## src/include/pwm_pkg.sv

```systemverilog
/*
 Package for the complementary PWM core: register map, field positions,
 reset values and sizes. Assumes a 16-bit carrier counter and 16-bit bus.
*/
package pwm_pkg;
   localparam int CW = 16;
   localparam int AW = 4;
   localparam logic [CW-1:0] ZERO16 = 16'h0000;
   localparam logic [CW-1:0] ONE16  = 16'h0001;
   // Register offsets (word index on the register port)
   localparam logic [AW-1:0] A_MODE    = 4'h0;
   localparam logic [AW-1:0] A_CTRL    = 4'h1;
   localparam logic [AW-1:0] A_STATUS  = 4'h2;
   localparam logic [AW-1:0] A_PERIOD  = 4'h3;
   localparam logic [AW-1:0] A_DEAD    = 4'h4;
   localparam logic [AW-1:0] A_DUTY_U  = 4'h5;
   localparam logic [AW-1:0] A_DUTY_V  = 4'h6;
   localparam logic [AW-1:0] A_DUTY_W  = 4'h7;
   localparam logic [AW-1:0] A_COUNTER = 4'h8;
   // Mode register fields
   localparam int MODE_POS_LVL = 0;
   localparam int MODE_NEG_LVL = 1;
   localparam int MODE_PIN_OUT = 2;
   // Control register fields
   localparam int CTRL_RUN     = 0;
   localparam int CTRL_ADC_EN  = 1;
   localparam int CTRL_CREST_IE  = 2;
   localparam int CTRL_TROUGH_IE = 3;
   localparam int CTRL_ADC_CREST = 4;
   localparam int CTRL_ADC_TROUGH = 5;
   // Status register fields
   localparam int ST_CREST  = 0;
   localparam int ST_TROUGH = 1;
   localparam int ST_UP     = 2;
   localparam int NPH = 3;
endpackage

```

## src/include/phase_if.sv

```systemverilog
/*
 Interface carrying one phase's compare values and outputs between the
 core and a phase waveform module. Assumes a single clock.
*/
`timescale 1ns/1ps
interface phase_if;
   import pwm_pkg::*;
   logic [CW-1:0] upcount_compare;
   logic [CW-1:0] mid_compare;
   logic [CW-1:0] downcount_compare;
   logic          pos_output_gen;
   logic          neg_output_gen;
   modport core (output upcount_compare, output mid_compare,
                 output downcount_compare,
                 input pos_output_gen, input neg_output_gen);
   modport phase (input upcount_compare, input mid_compare,
                  input downcount_compare,
                  output pos_output_gen, output neg_output_gen);
endinterface

```

## src/hw/pwm_phase.sv

```systemverilog
/*
 One phase: compare waveforms, two dead-time counters, output generation.
 Assumes the carrier counter and direction come from the same clock.
*/
`timescale 1ns/1ps
module pwm_phase
   import pwm_pkg::*;
(
   // Clock and reset
   input  wire logic          ref_clk,
   input  wire logic          rstn,
   // Carrier state
   input  wire logic          running,
   input  wire logic          count_up,
   input  wire logic [CW-1:0] carrier_counter,
   input  wire logic [CW-1:0] deadtime_value,
   // Compare values and outputs
   phase_if.phase             ph
);
   logic          pos_compare_wave;
   logic          neg_compare_wave;
   logic          pos_cmp_q;
   logic          neg_cmp_q;
   logic [CW-1:0] pos_deadtime_counter;
   logic [CW-1:0] neg_deadtime_counter;
   logic          pos_dt_run;
   logic          neg_dt_run;
   logic          pos_deadtime_wave;
   logic          neg_deadtime_wave;

   always_comb begin
      if (count_up) begin
         pos_compare_wave = !(ph.upcount_compare > carrier_counter);
         neg_compare_wave = ph.mid_compare > carrier_counter;
      end else begin
         pos_compare_wave = !(ph.mid_compare > carrier_counter);
         neg_compare_wave = ph.downcount_compare > carrier_counter;
      end
   end

   always_ff @(posedge ref_clk or negedge rstn) begin
      if (!rstn) begin
         pos_cmp_q <= 1'b0;
         neg_cmp_q <= 1'b0;
      end else begin
         pos_cmp_q <= pos_compare_wave;
         neg_cmp_q <= neg_compare_wave;
      end
   end

   // Counter runs from the falling edge until it equals the dead time
   always_ff @(posedge ref_clk or negedge rstn) begin
      if (!rstn) begin
         pos_dt_run           <= 1'b0;
         pos_deadtime_counter <= ZERO16;
      end else if (pos_dt_run) begin
         if (pos_deadtime_counter + ONE16 == deadtime_value) begin
            pos_dt_run           <= 1'b0;
            pos_deadtime_counter <= ZERO16;
         end else begin
            pos_deadtime_counter <= pos_deadtime_counter + ONE16;
         end
      end else if (running && pos_cmp_q && !pos_compare_wave &&
                   deadtime_value != ZERO16) begin
         // The edge cycle is already the first low cycle of the dead time
         pos_dt_run           <= deadtime_value != ONE16;
         pos_deadtime_counter <= ONE16;
      end
   end

   always_ff @(posedge ref_clk or negedge rstn) begin
      if (!rstn) begin
         neg_dt_run           <= 1'b0;
         neg_deadtime_counter <= ZERO16;
      end else if (neg_dt_run) begin
         if (neg_deadtime_counter + ONE16 == deadtime_value) begin
            neg_dt_run           <= 1'b0;
            neg_deadtime_counter <= ZERO16;
         end else begin
            neg_deadtime_counter <= neg_deadtime_counter + ONE16;
         end
      end else if (running && neg_cmp_q && !neg_compare_wave &&
                   deadtime_value != ZERO16) begin
         neg_dt_run           <= deadtime_value != ONE16;
         neg_deadtime_counter <= ONE16;
      end
   end

   // The falling edge itself already counts as the first dead-time cycle
   assign pos_deadtime_wave = !(pos_dt_run ||
      (running && pos_cmp_q && !pos_compare_wave &&
       deadtime_value != ZERO16));
   assign neg_deadtime_wave = !(neg_dt_run ||
      (running && neg_cmp_q && !neg_compare_wave &&
       deadtime_value != ZERO16));

   assign ph.pos_output_gen = pos_compare_wave & neg_deadtime_wave;
   assign ph.neg_output_gen = neg_compare_wave & pos_deadtime_wave;
endmodule

```

## src/hw/pwm_core.sv

```systemverilog
/*
 Three-phase complementary PWM core with dead time, carrier counter,
 external clear, toggle output, A/D and transfer triggers, status flags
 and output protection. Assumes a 40 MHz ref_clk, an external clock-stop
 detector and halt signal, and a simple single-cycle register port.
*/
`timescale 1ns/1ps
// Overview of operation
// - Positive compare wave from up or mid value
// - Negative compare wave from mid or down value
// - Dead-time waves start high after reset
// - Positive dead counter starts at falling edge
// - Negative dead counter starts at falling edge
// - Outputs AND compare with opposite dead wave
// - Pin levels follow active level selects
// - Zero duty buffer gives full positive on
// - Duty above period plus dead gives positive off
// - Clear pin falling edge reloads twice dead
// - Toggle pin high counting up, low down
// - A/D requests at crest or trough, enabled
// - Halt input floats all PWM outputs
// - Clock stop floats all PWM outputs
// - Crest and trough flags request interrupts
// - Matches also trigger data transfer controller
// - Set flag sends conversion start request
// - Counter bounces between twice dead and period plus twice dead
// - Compare values derived from duty buffer
// - Dead counter clears at dead value; zero skips
// - Three phases built identically
module pwm_core
   import pwm_pkg::*;
(
   // Clock and reset
   input  wire logic          ref_clk,
   input  wire logic          rstn,
   // Register port
   input  wire logic [AW-1:0] reg_addr,
   input  wire logic [CW-1:0] reg_wdata,
   input  wire logic          reg_write,
   input  wire logic          reg_read,
   output logic      [CW-1:0] reg_rdata,
   // PWM pins, order U+ U- V+ V- W+ W-
   output logic      [5:0]    pwm_out,
   output logic      [5:0]    pwm_oe,
   // Clear input or toggle output pin
   input  wire logic          clear_or_toggle_pin_in,
   output logic               clear_or_toggle_pin_out,
   output logic               clear_or_toggle_pin_oe,
   // Protection
   input  wire logic          halt_in,
   input  wire logic          clock_stopped,
   // Event requests
   output logic               crest_interrupt,
   output logic               trough_interrupt,
   output logic               adc_start_request,
   output logic               dtc_crest_request,
   output logic               dtc_trough_request
);
   logic [2:0]    timer_mode_reg;
   logic [5:0]    timer_control_reg;
   logic [1:0]    timer_status_reg;
   logic [CW-1:0] period_buffer;
   logic [CW-1:0] period_compare;
   logic [CW-1:0] deadtime_value;
   logic [CW-1:0] duty_buffer [NPH];
   logic [CW-1:0] carrier_counter;
   logic          count_up;
   logic [CW-1:0] two_dead;
   logic          running;
   logic          crest_match;
   logic          trough_match;
   logic          pin_sync1;
   logic          pin_sync2;
   logic          pin_sync3;
   logic          clear_fall;
   logic          halt_sync1;
   logic          halt_sync2;
   logic          stop_sync1;
   logic          stop_sync2;
   logic          float_out;
   logic [5:0]    gen_bits;
   logic [5:0]    pwm_next;
   logic          sw_clear_crest;
   logic          sw_clear_trough;

   phase_if ph [NPH] ();

   assign two_dead = CW'(deadtime_value << 1);
   assign running  = timer_control_reg[CTRL_RUN];

   // Register writes
   always_ff @(posedge ref_clk or negedge rstn) begin
      if (!rstn) begin
         timer_mode_reg    <= 3'h0;
         timer_control_reg <= 6'h00;
         period_buffer     <= ZERO16;
         deadtime_value    <= ZERO16;
      end else if (reg_write) begin
         unique case (reg_addr)
            A_MODE:   timer_mode_reg    <= reg_wdata[2:0];
            A_CTRL:   timer_control_reg <= reg_wdata[5:0];
            A_PERIOD: period_buffer     <= reg_wdata;
            A_DEAD:   deadtime_value    <= reg_wdata;
            default: ;
         endcase
      end
   end

   // Period compare follows the buffer while stopped and at each trough
   always_ff @(posedge ref_clk or negedge rstn) begin
      if (!rstn) begin
         period_compare <= ZERO16;
      end else if (!running || trough_match) begin
         period_compare <= period_buffer + two_dead;
      end
   end

   generate
      for (genvar i = 0; i < NPH; i++) begin : g_phase
         // Duty buffers transfer immediately on write
         always_ff @(posedge ref_clk or negedge rstn) begin
            if (!rstn) begin
               duty_buffer[i] <= ZERO16;
            end else if (reg_write && reg_addr == A_DUTY_U + AW'(i)) begin
               duty_buffer[i] <= reg_wdata;
            end
         end
         // Zero and above-period duty fall out of the compares
         assign ph[i].downcount_compare = duty_buffer[i];
         assign ph[i].mid_compare = duty_buffer[i] + deadtime_value;
         assign ph[i].upcount_compare = duty_buffer[i] + two_dead;
         pwm_phase u_phase (
            .ref_clk         (ref_clk),
            .rstn            (rstn),
            .running         (running),
            .count_up        (count_up),
            .carrier_counter (carrier_counter),
            .deadtime_value  (deadtime_value),
            .ph              (ph[i])
         );
         assign gen_bits[2*i]   = ph[i].pos_output_gen;
         assign gen_bits[2*i+1] = ph[i].neg_output_gen;
      end
   endgenerate

   // Synchronisers for pin inputs
   always_ff @(posedge ref_clk or negedge rstn) begin
      if (!rstn) begin
         pin_sync1  <= 1'b1;
         pin_sync2  <= 1'b1;
         pin_sync3  <= 1'b1;
         halt_sync1 <= 1'b0;
         halt_sync2 <= 1'b0;
         stop_sync1 <= 1'b0;
         stop_sync2 <= 1'b0;
      end else begin
         pin_sync1  <= clear_or_toggle_pin_in;
         pin_sync2  <= pin_sync1;
         pin_sync3  <= pin_sync2;
         halt_sync1 <= halt_in;
         halt_sync2 <= halt_sync1;
         stop_sync1 <= clock_stopped;
         stop_sync2 <= stop_sync1;
      end
   end

   assign clear_fall = !timer_mode_reg[MODE_PIN_OUT] &&
                       pin_sync3 && !pin_sync2;

   assign crest_match  = running && count_up &&
                         carrier_counter == period_compare;
   assign trough_match = running && !count_up &&
                         carrier_counter == two_dead;

   // Carrier counter
   always_ff @(posedge ref_clk or negedge rstn) begin
      if (!rstn) begin
         carrier_counter <= ZERO16;
         count_up        <= 1'b1;
      end else if (!running || clear_fall) begin
         carrier_counter <= two_dead;
         count_up        <= 1'b1;
      end else if (crest_match) begin
         carrier_counter <= carrier_counter - ONE16;
         count_up        <= 1'b0;
      end else if (trough_match) begin
         carrier_counter <= carrier_counter + ONE16;
         count_up        <= 1'b1;
      end else if (count_up) begin
         carrier_counter <= carrier_counter + ONE16;
      end else begin
         carrier_counter <= carrier_counter - ONE16;
      end
   end

   // Status flags: a write of 0 clears, a new match wins over the clear
   assign sw_clear_crest  = reg_write && reg_addr == A_STATUS &&
                            !reg_wdata[ST_CREST];
   assign sw_clear_trough = reg_write && reg_addr == A_STATUS &&
                            !reg_wdata[ST_TROUGH];

   always_ff @(posedge ref_clk or negedge rstn) begin
      if (!rstn) begin
         timer_status_reg <= 2'h0;
      end else begin
         if (crest_match) begin
            timer_status_reg[ST_CREST] <= 1'b1;
         end else if (sw_clear_crest) begin
            timer_status_reg[ST_CREST] <= 1'b0;
         end
         if (trough_match) begin
            timer_status_reg[ST_TROUGH] <= 1'b1;
         end else if (sw_clear_trough) begin
            timer_status_reg[ST_TROUGH] <= 1'b0;
         end
      end
   end

   assign crest_interrupt  = timer_status_reg[ST_CREST] &&
                             timer_control_reg[CTRL_CREST_IE];
   assign trough_interrupt = timer_status_reg[ST_TROUGH] &&
                             timer_control_reg[CTRL_TROUGH_IE];

   // Event pulses, registered one cycle after the match with the flag
   always_ff @(posedge ref_clk or negedge rstn) begin
      if (!rstn) begin
         adc_start_request  <= 1'b0;
         dtc_crest_request  <= 1'b0;
         dtc_trough_request <= 1'b0;
      end else begin
         adc_start_request <= timer_control_reg[CTRL_ADC_EN] &&
            ((crest_match && timer_control_reg[CTRL_ADC_CREST]) ||
             (trough_match && timer_control_reg[CTRL_ADC_TROUGH]));
         dtc_crest_request  <= crest_match;
         dtc_trough_request <= trough_match;
      end
   end

   // Output levels; registered so the pins never glitch on compares
   generate
      for (genvar b = 0; b < 6; b++) begin : g_lvl
         if (b % 2 == 0) begin : g_pos
            assign pwm_next[b] = running &&
               (gen_bits[b] ~^ timer_mode_reg[MODE_POS_LVL]);
         end else begin : g_neg
            assign pwm_next[b] = running &&
               (gen_bits[b] ~^ timer_mode_reg[MODE_NEG_LVL]);
         end
      end
   endgenerate

   always_ff @(posedge ref_clk or negedge rstn) begin
      if (!rstn) begin
         pwm_out                 <= 6'h00;
         clear_or_toggle_pin_out <= 1'b0;
      end else begin
         pwm_out                 <= pwm_next;
         clear_or_toggle_pin_out <= running && count_up;
      end
   end

   // Protection acts on the synchronised levels; a stopped clock cannot
   // clock anything, so the detector must also gate pads outside
   assign float_out = halt_sync2 || stop_sync2;
   assign pwm_oe    = float_out ? 6'h00 : 6'h3F;
   assign clear_or_toggle_pin_oe = timer_mode_reg[MODE_PIN_OUT] &&
                                   !float_out;

   // Register read, data one cycle after the strobe
   always_ff @(posedge ref_clk or negedge rstn) begin
      if (!rstn) begin
         reg_rdata <= ZERO16;
      end else if (reg_read) begin
         unique case (reg_addr)
            A_MODE:    reg_rdata <= {13'h0000, timer_mode_reg};
            A_CTRL:    reg_rdata <= {10'h000, timer_control_reg};
            A_STATUS:  reg_rdata <= {13'h0000, count_up, timer_status_reg};
            A_PERIOD:  reg_rdata <= period_buffer;
            A_DEAD:    reg_rdata <= deadtime_value;
            A_DUTY_U:  reg_rdata <= duty_buffer[0];
            A_DUTY_V:  reg_rdata <= duty_buffer[1];
            A_DUTY_W:  reg_rdata <= duty_buffer[2];
            A_COUNTER: reg_rdata <= carrier_counter;
            default:   reg_rdata <= ZERO16;
         endcase
      end else begin
         reg_rdata <= ZERO16;
      end
   end
endmodule

```

## config.mk

```make
export PLATFORM = sky130hd
export DESIGN_NAME = pwm_core
export DESIGN_NICKNAME = d
export VERILOG_FILES = /design/src/include/pwm_pkg.sv /design/src/include/phase_if.sv /design/src/hw/pwm_phase.sv /design/src/hw/pwm_core.sv
export SDC_FILE = /design/constraint.sdc
export NUM_CORES = 1
export LEC_CHECK = 0
export ABC_AREA = 1
export BUFFER_PORTS_ARGS = -buffer_cell sky130_fd_sc_hd__buf_4
export CAP_MARGIN = 20
export CORE_MARGIN = 4
export CORE_UTILIZATION = 65
export DETAILED_ROUTE_END_ITERATION = 16
export PLACE_DENSITY = 0.93
export SLEW_MARGIN = 20
export SYNTH_ARGS = -nofsm -noshare
export SYNTH_HDL_FRONTEND = slang
export SYNTH_HIERARCHICAL = 1
export SYNTH_SLANG_ARGS = --single-unit
```

## constraint.sdc

```tcl
create_clock -name ref_clk -period 7.05 [get_ports ref_clk]
set_clock_uncertainty 0.05 [all_clocks]
set_input_delay 0.705 -clock ref_clk [delete_from_list [all_inputs] [get_ports ref_clk]]
set_output_delay 0.705 -clock ref_clk [all_outputs]
set_load 0.005 [all_outputs]
```

## Yosys cells after proc, flatten, opt, wreduce, memory -nomap -nowiden

Index checks and enable logic that the tools add are counted.

- Add/subtract/negate cells: 15
- Magnitude comparators: 9
- Eq/ne operators: 17
- Multiplexer cells: 56
- Bitwise logic cells: 12
- Reductions and logical operators: 92

Operators by type and width:

| cell | number |
|---|---|
| two-way mux 16 bit | 23 |
| greater-than comparator 16 bit | 9 |
| one-hot mux 16 bit (9 select lines) | 1 |
| == test 16 bit | 8 |
| adder 16 x 1 -> 16 bit, second input constant | 7 |
| adder 16 bit | 7 |
| logical AND 1 bit | 42 |
| two-way mux 1 bit | 31 |
| logical NOT 1 bit | 25 |
| == test 4 x 3 -> 1 bit, second input constant | 4 |
| inequality test 16 x 1 -> 1 bit, second input constant | 1 |
| nonzero test 16 bit | 1 |
| nonzero test 2 bit | 8 |
| subtractor 16 x 1 -> 16 bit, second input constant | 1 |
| logical OR 1 bit | 10 |
| == test 4 x 2 -> 1 bit, second input constant | 2 |
| AND reduction 2 bit | 4 |
| bitwise AND 1 bit | 6 |
| two-way mux 6 bit | 1 |
| XNOR 1 bit | 6 |
| == test 4 x 1 -> 1 bit, second input constant | 1 |
| == test 4 bit, second input constant | 1 |
| logical NOT 4 bit | 1 |
| nonzero test 3 bit | 1 |

- Register bits after elaboration: 265
- Output and inout bits: 35
- Logic and storage cells: 244

## Logic depth before layout (Yosys ltp)

Gate-level depths: netlist of the first run.

- Depth in word-level cells: 12
- Depth in mapped cells: 26
- Gate-level depth less buffers: 25

## Cells and area by module

The synthesis of the first run kept the hierarchy.

Modules (own cells, without submodules):

| module | times used | cells each | area an instance (um^2) | sequential area each (um^2) |
|---|---|---|---|---|
| pwm_core | 1 | 1,681 | 12,174.2 | 3,933.8 |
| pwm_phase at g_phase[1].u_phase ... | 2 | 647 | 4,110.2 | 900.9 |
| pwm_phase at g_phase[0].u_phase | 1 | 635 | 4,063.9 | 900.9 |

## Least setup slack after synthesis of the first run

OpenSTA, ideal clock, no wires.

- Path type: register -> register
- From: register deadtime_value[1]
- To: register pwm_out[1]
- Data arrival time: 3.683 ns
- Required time: 6.875 ns
- Slack: 3.192 ns
- Cell stages (with the launch flop): 22
- Path buffers: 0
- Period minus slack after synthesis: 3.858 ns
- Path through: dfrtp_1 > ha_1 > nand3_1 > nand2_1 > a21oi_1 > o21ai_0 > nand3_1 > nand2_1 > xor2_1 > ha_1 > nand2_1 > inv_1 > o21ai_0 > a21oi_1 > nor2_1 > nand2_1 > nand2_1 > o21ai_0 > nand2_1 > and3_1 > o21ai_0 > a21oi_1

- Word-level cells in the longest chain between the ends: 12
- Elaborated cells between the ends (all ways): 17
- Classes of those cells: add/sub: 2; order compare: 2; mux: 2; bitwise: 2; reduce/logical: 9

Ends and longest elaborated chain:

| element | line | source |
|---|---|---|
| start, declared | pwm_core.sv:64 | `logic [CW-1:0] deadtime_value;` |
| start signal, assigned | pwm_core.sv:103 | `A_DEAD: deadtime_value <= reg_wdata;` |
| adder 16 bit * | pwm_core.sv:130 | `assign ph[i].mid_compare = duty_buffer[i] + deadtime_value;` |
| named net ph[0].mid_compare[11] | phase_if.sv:9 | `logic [CW-1:0] mid_compare;` |
| greater-than comparator 16 bit * | pwm_phase.sv:34, pwm_phase.sv:36 |  |
| logical NOT 1 bit | pwm_phase.sv:36 | `pos_compare_wave = !(ph.mid_compare > carrier_counter);` |
| two-way mux 1 bit | pwm_phase.sv:32 | `if (count_up) begin` |
| logical NOT 1 bit | pwm_phase.sv:91 | `(running && pos_cmp_q && !pos_compare_wave &&` |
| logical AND 1 bit (2 in series) | pwm_phase.sv:91 |  |
| logical OR 1 bit | pwm_phase.sv:90 | `assign pos_deadtime_wave = !(pos_dt_run \|\|` |
| logical NOT 1 bit | pwm_phase.sv:90 |  |
| bitwise AND 1 bit * | pwm_phase.sv:98 | `assign ph.neg_output_gen = neg_compare_wave & pos_deadtime_wave;` |
| named net ph[0].neg_output_gen | phase_if.sv:12 | `logic neg_output_gen;` |
| XNOR 1 bit * | pwm_core.sv:247 | `(gen_bits[b] ~^ timer_mode_reg[MODE_NEG_LVL]);` |
| logical AND 1 bit * | pwm_core.sv:246 | `assign pwm_next[b] = running &&` |
| named net pwm_next[1] | pwm_core.sv:82 | `logic [5:0] pwm_next;` |
| end signal, assigned | pwm_core.sv:257 | `pwm_out <= pwm_next;` |
| end, declared | pwm_core.sv:43 | `output logic [5:0] pwm_out,` |

Mark *: on every way through the listed nets, which the timed path passes. The rest lies on a longest branch.
A chain may end at the register's enable or synchronous reset.

## Worst setup path after layout of the first run

- From: register deadtime_value[3]
- To: register pwm_out[1]

The elaborated chain is that of the path after synthesis.

==> results by group, run 1 <==
Route
  • WL final: just under 80 mm
  • DR DRC count: 0
  • Via density: 6.04
  • DR WL/cell: 18.8 um
  • Detailed-router iteration count before antenna repair: 7
  • Detailed router's first-iteration violation count: 3,216
  • Vias post-DR: 25.3k
  • Antenna Nets Post-Route: 0

Timing
  • Final Hold Fails: 0
  • Setup TNS: 0 ps
  • Final count of negative-setup-slack endpoints: 0
  • Max-Slew Margin vs Limit: between 30% and 40%
  • Fmax: 198 MHz
  • Tmin final: 5050 ps
  • RSZ-0062 raised after global routing: no
  • Actual slew at the worst max-slew pin: roughly 1000 ps
  • Fin. max-slew vios: 0
  • Hold WS: 37.2 ps
  • Tcrit/Tclk final: 71.6%

Yosys
  • Synth Register Bits: roughly 270
  • Area leader, netlist: dfrtp_1
  • Avg Cell Area, Syn: 6.78 um^2
  • Ranking of synthesized cells by area: dfrtp_1 27%, nand2_1 17%, ha_1 13%
  • Post-synth ARST share: between 90% and 100%
  • Mapped Nets: 3,897
  • Top-count cell post-synth: nand2_1
  • Netlist Area Pre-Place: 24,500 um^2
  • Number of synthesized flops with an enable pin: 0
  • Number of distinct library cells after synthesis: 54
  • Most instantiated cells after synthesis: 1,123 x nand2_1, 426 x inv_1, 291 x nand3_1
  • Mapped Cells: 3,610
  • Post-synthesis sequential area ratio: 27.1%
  • Main synth FF type: dfrtp_1
  • Yosys warning total: 6
  • Post-synth top area share: 26.7%

Die
  • Die H: roughly 200 um
  • Initial Util: about two thirds
  • I/O pin count: 62
  • Placeable Area: 36,900 um^2
  • Die width: 202 um
  • Std-Cell Rows: 70
  • Die area: between 40,000 and 50,000 um^2

Critical path
  • Crit path kind: flop to flop
  • Critical Path End Type: flop
  • Critical path data required time: between 7000 and 8000 ps
  • CP Launch Type: flop
  • CP Max Fanout: 18
  • Worst Path Arrival: 5450 ps

Finish
  • Share of cells above drive strength 1: 7.56%
  • Net count, final: 3,952
  • Area delta synth->final: 8.30%
  • # fillers: 2,964
  • Sequential Area: 6640 um^2
  • Utilization after layout: just over 70%
  • Area of the multi-input gates: 15,800 um^2
  • Design Area, Final: 26,500 um^2

GRT
  • Vias in the first global route: 23.8k
  • GR Overflow Total: 0
  • Tot GR Track Use: 37.7%
  • First-pass GRT wire length: roughly 120 mm
  • Initial antenna violation count: 0
  • Largest net degree at the start of global routing: 123

Placement
  • GPL Wtd Cong: 1.07
  • Buffers on Ports: just over 60
  • DP Wirelength: 56.2 mm
  • Placement Cell Area: 25,400 um^2

Clock tree
  • CTS clock-pin slew for the worst setup and hold paths: around 70 ps
  • Hold_buf cts: 0
  • H-tree levels: 1
  • CTS buffer count: 30
  • CTS tree: built
  • Post-CTS setup buffers: 0
  • Worst skew pair latency: roughly 600 ps
  • Post-CTS sizing: 0
  • Clk buf depth: 3
  • Clock root buffer: clkbuf_16
  • Sink Count: 265

Power and ir drop
  • Static leakage power: 13.7 nW
  • VDD IR max: ~230 uV
  • Tot Pwr: 0.00939 W
  • Cell Pwr Density: about 350 nW/um^2

Min path
  • HP Class: input port to async pin

Run status
  • Run status: completed

Run
  • # Max-Cap Violations: 0
cells in the final DEF (no fill, tap or decap), types with 11 or more instances in the layout:
cell       Yosys  final
o21ai_1       15     15
inv_1        426    426
dfrtp_1      261    260
nand4_1       50     50
nand2_1     1123   1123
nor3_1        45     45
o21bai_1      13     13
xor2_1       111    111
nor2_1       272    272
buf_4          9     82
xnor2_1       39     39
a31oi_1       11     11
clkbuf_16      0     30
o21ai_2       42     42
nor2_4        14     14
a21oi_1      190    190
nand3_1      291    291
a21o_1        13     13
nor2_2        21     21
ha_1         253    253
nand2_2       26     26
o21ai_0      219    219
worst max-delay path: stages (launching register included):
cell     delay [ps]
dfrtp_1        1030
ha_1            430
a21oi_1         160
nand2_1         100
a21oi_1         310
inv_1           110
nand2_1          70
nand2_1          70
nand2_1          60
nand2_1          60
xor2_1          150
ha_1            270
nand4_1          90
nor2_1          160
nand2_1          70
nand2_1          70
nand2_1          60
o21ai_0         450
nand2_1         560
and3_1          340
o21ai_0         160
a21oi_1          60
power by group:
group / internal [W] / switching [W]
registers: 0.00186 / 0.000656
logic: 0.00184 / 0.00326
clock network: 0.00105 / 0.000726
total: 0.00474 / 0.00465
per-layer routing:
layer / GRT usage [%] / routed length (um) / share of wire, % / up-vias
met4: 22.7 / 6350 / 8.1 / 0
met3: 8.21 / 9730 / 12 / 412
met5: 0.357 / 0 / 0 / -
met2: 58.3 / 33600 / 43 / 1617
met1: 48.4 / 29100 / 37 / 11400
li1: - / - / - / 11900
logic make-up (layout without fill, tap and decap cells):
| group | Yosys count | count (layout) | share of synthesized area (%) |
|---|---|---|---|
| other | 0 | 2 | 0 |
| XOR/XNOR | 154 | 154 | 5.71 |
| adder cells (fa/ha/maj) | 260 | 260 | 13.5 |
| AO/OA/AOI/OAI | 543 | 543 | 12.6 |
| buffers and inverters | 503 | 582 | 8.29 |
| AND/OR/NAND/NOR | 1885 | 1885 | 32.8 |
| flip-flops | 265 | 265 | 27.1 |
per-stage QoR:
| step | setup WS, ps | instances |
|---|---|---|
| 2_1_floorplan | 3190 | 3610 |
| 3_3_place_gp | 2310 | 4137 |
| 3_5_place_dp | 2170 | 4137 |
| 4_1_cts | 2130 | 4193 |
| 5_1_grt | 1740 | 4193 |
| 6_report | 2000 | 4195 |
final cells by class:
cell class | instances | area share, %
Antenna cell | 2 | 0.0189
Clock buffer | 34 | 3.00
Clock inverter | 22 | 1.18
Inverter | 442 | 6.27
Multi-Input combinational cell | 2842 | 59.6
Sequential cell | 265 | 25.1
Tap cell | 504 | 2.38
Timing Repair Buffer | 84 | 2.46
worst paths after layout:
check                      cells past startpoint                                                     end                     startpoint  slack (ps)
max in group asynchronous                      2                           deadtime_value[1]$_DFFE_PN0P_                           rstn        5460
min reg2reg                                    0                                    halt_sync2$_DFF_PN0_           halt_sync1$_DFF_PN0_         300
min in group ref_clk                           1                                     pin_sync1$_DFF_PN1_         clear_or_toggle_pin_in         160
max reg2reg                                   21                                    pwm_out[1]$_DFF_PN0_  deadtime_value[3]$_DFFE_PN0P_        2000
min                                            1  g_phase[1].u_phase/pos_deadtime_counter[7]$_DFFE_PN0P_                           rstn          40
max                                           21                                    pwm_out[1]$_DFF_PN0_  deadtime_value[3]$_DFFE_PN0P_        2000
Power figures use the tool's default switching activity.
==> inputs of run 2 (changes only) <==
==> constraint.sdc (replaced) <==
create_clock -name ref_clk -period 5.2 [get_ports ref_clk]
set_clock_uncertainty 0.05 [all_clocks]
set_input_delay 0.52 -clock ref_clk [delete_from_list [all_inputs] [get_ports ref_clk]]
set_output_delay 0.52 -clock ref_clk [all_outputs]
set_load 0.005 [all_outputs]
==> run 2 against run 1 <==
Against the previous run:
- first-iteration DRC count down 6.0%
- highest routed layer unchanged
- largest cell class unchanged
- sequential share of layout area is essentially flat
- via count fell by 0.82%
==> results by group, run 2 (synthesized netlist as in run 1, its figures left out) <==
Route
  • WL met2: 33.0 mm (was 33.6 mm)
  • Vias post-DR: 25.1k (was 25.3k)
  • DR DRC count: 0 (unchanged)
  • Detailed-router iteration count before antenna repair: 8 (was 7)
  • Met3 WL post-DR: 9.96 mm (was 9.73 mm)
  • WL final: 78.1 mm (was 78.8 mm)
  • Wire length on met1: 29.2 mm (was 29.1 mm)
  • DR WL/cell: 18.6 um (was 18.8 um)
  • Top routing layer used: met4 (unchanged)
  • Detailed router's first-iteration violation count: 3,024 (was 3,216)
  • Via density: 5.98 (was 6.04)
  • Antenna Nets Post-Route: 0 (unchanged)

GRT
  • First-pass GRT wire length: 123 mm (was 125 mm)
  • Vias in the first global route: 23.4k (was 23.8k)
  • GR Overflow Total: 0 (unchanged)
  • Largest net degree at the start of global routing: 168 (was 123)
  • Initial antenna violation count: 0 (unchanged)
  • Tot GR Track Use: 37.1% (was 37.7%)

Finish
  • Area delta synth->final: 8.29% (was 8.30%)
  • Most frequent cells in the layout: 1,123 x nand2_1, 426 x inv_1, 291 x nand3_1 (unchanged)
  • Net count, final: 3,961 (was 3,952)
  • Antenna cells: 0 (was 2)
  • Share of cells above drive strength 1: 7.44% (was 7.56%)
  • Commonest non-fill, non-tap cell in the layout: nand2_1 (unchanged)
  • Non-filler instance count after layout: 4,200 (was 4,195)
  • Design Area, Final: 26,500 um^2 (about the same)

Die
  • Initial Util: 66.3% (unchanged)
  • Placeable Area: 36,900 um^2 (unchanged)
  • Die width: 202 um (unchanged)
  • I/O pin count: 62 (unchanged)
  • Std-Cell Rows: 70 (unchanged)
  • Die area: 40,800 um^2 (unchanged)
  • Die H: 202 um (unchanged)

Placement
  • GPL Wtd Cong: 1.07 (about the same)
  • Placed insts: 4,142 (was 4,137)
  • Placement Cell Area: 25,400 um^2 (about the same)
  • Buffers on Ports: 61 (unchanged)
  • DP Wirelength: 57.0 mm (was 56.2 mm)

Clock tree
  • Sink Count: 265 (unchanged)
  • Clock root buffer: clkbuf_16 (unchanged)
  • Hold_buf cts: 4 (was 0)
  • Post-CTS setup buffers: 0 (unchanged)
  • Clk buf depth: 3 (unchanged)
  • CTS tree: built (unchanged)
  • Worst skew pair latency: 620 ps (was 600 ps)
  • Post-CTS sizing: 0 (unchanged)
  • CTS buffer count: 30 (unchanged)
  • H-tree levels: 1 (unchanged)
  • CTS clock-pin slew for the worst setup and hold paths: 60 ps (was 70 ps)

Critical path
  • Reg-to-reg endpoint: pwm_out[1]$_DFF_PN0_ (unchanged)
  • R2r worst-path depth: 21 (unchanged)
  • Worst Path Arrival: 5080 ps (was 5450 ps)
  • Crit path kind: flop to flop (unchanged)
  • CP Launch Type: flop (unchanged)
  • CP Max Fanout: 18 (unchanged)
  • Flop-to-flop setup slack: 510 ps (was 2000 ps)
  • Critical Path End: pwm_out[1]$_DFF_PN0_ (unchanged)
  • CP startpoint: deadtime_value[4]$_DFFE_PN0P_ (was deadtime_value[3]$_DFFE_PN0P_)
  • Critical Path End Type: flop (unchanged)
  • RR Startpoint: deadtime_value[4]$_DFFE_PN0P_ (was deadtime_value[3]$_DFFE_PN0P_)
  • Critical path data required time: 5590 ps (was 7450 ps)

Timing
  • RSZ-0062 raised after global routing: no (unchanged)
  • Hold WS: 78.5 ps (was 37.2 ps)
  • Tcrit/Tclk final: 90.2% (was 71.6%)
  • Actual slew at the worst max-slew pin: 1070 ps (was 1040 ps)
  • Max-Slew Margin vs Limit: 28.2% (was 30.7%)
  • Fin. max-slew vios: 0 (unchanged)
  • Final Hold Fails: 0 (unchanged)
  • Setup TNS: 0 ps (unchanged)
  • Fmax: 213 MHz (was 198 MHz)
  • Tmin final: 4690 ps (was 5050 ps)
  • Final count of negative-setup-slack endpoints: 0 (unchanged)

Power and ir drop
  • VDD IR max: 340 uV (was 232 uV)
  • Tot Pwr: 0.0125 W (was 0.00939 W)
  • Cell Pwr Density: 472 nW/um^2 (was 354 nW/um^2)
  • Static leakage power: 13.7 nW (about the same)

Min path
  • HP Class: input port to flop (was input port to async pin)

Run status
  • Run status: completed (unchanged)

Run
  • # Max-Cap Violations: 0 (unchanged)
run 2: cell types whose count changed in the layout (fill, tap and decap cells not counted), sizes merged:
cell         before  now
buf              84   89
bufinv            6    4
clkbuf           34   41
clkinv           14   13
diode             2    0
dlygate4sd3       0    4
inv             443  437
run 2: worst min-delay path by stage:
stage / start / to / slack (ps) / depth (start not counted)
finish: reg_wdata[5] / timer_control_reg[5]$_DFFE_PN0P_ / 80 / 3
global route: reg_read / reg_rdata[0]$_DFF_PN0_ / 100 / 3
CTS: reg_wdata[5] / timer_control_reg[5]$_DFFE_PN0P_ / 80 / 3
detailed placement: stop_sync1$_DFF_PN0_ / stop_sync2$_DFF_PN0_ / 290 / 0
global placement: halt_sync1$_DFF_PN0_ / halt_sync2$_DFF_PN0_ / 280 / 0
floorplan: rstn / adc_start_request$_DFF_PN0_ / 170 / 0
run 2: cell type report:
cell class              count  area [um^2]
fillers                  2921        10400
clock buffers              41          822
well taps                 504          631
clock inverters            13          200
flip-flops and latches    265         6640
repair buffers             93          741
multi-input cells        2842        15800
inverters                 442         1660
run 2: routing by layer:
layer / vias up / track usage (%)
li1: 11900 / -
met1: 11200 / 48.5
met2: 1566 / 57.0
met3: 382 / 8.13
met4: 0 / 21.7
met5: - / 0
run 2: report_power, final:
part           internal [W]  total, W  switching [W]
sequential          0.00252   0.00349       0.000973
clock               0.00131   0.00223       0.000926
combinational       0.00250   0.00677        0.00427
total               0.00633    0.0125        0.00617
run 2: worst max-delay path: stages, from the launching register on:
cell,delay [ps]
dfrtp_1,1020
ha_1,420
nand2_1,80
inv_1,40
a21oi_1,280
o21ai_0,250
nand4_1,170
nand2_1,60
nand2_1,60
nand2_1,80
ha_1,320
nand4_1,150
nor2_1,210
nand2_1,80
nand2_1,110
nand2_1,60
o21ai_0,340
nand2_1,90
buf_4,210
and3_1,170
o21ai_0,160
a21oi_1,70
run 2: stage by stage:
stage,worst slack [ps],util (%)
3_5_place_dp,745,69.0
4_1_cts,689,71.8
5_1_grt,187,71.8
6_report,508,71.8
3_3_place_gp,860,69.0
2_1_floorplan,1340,-
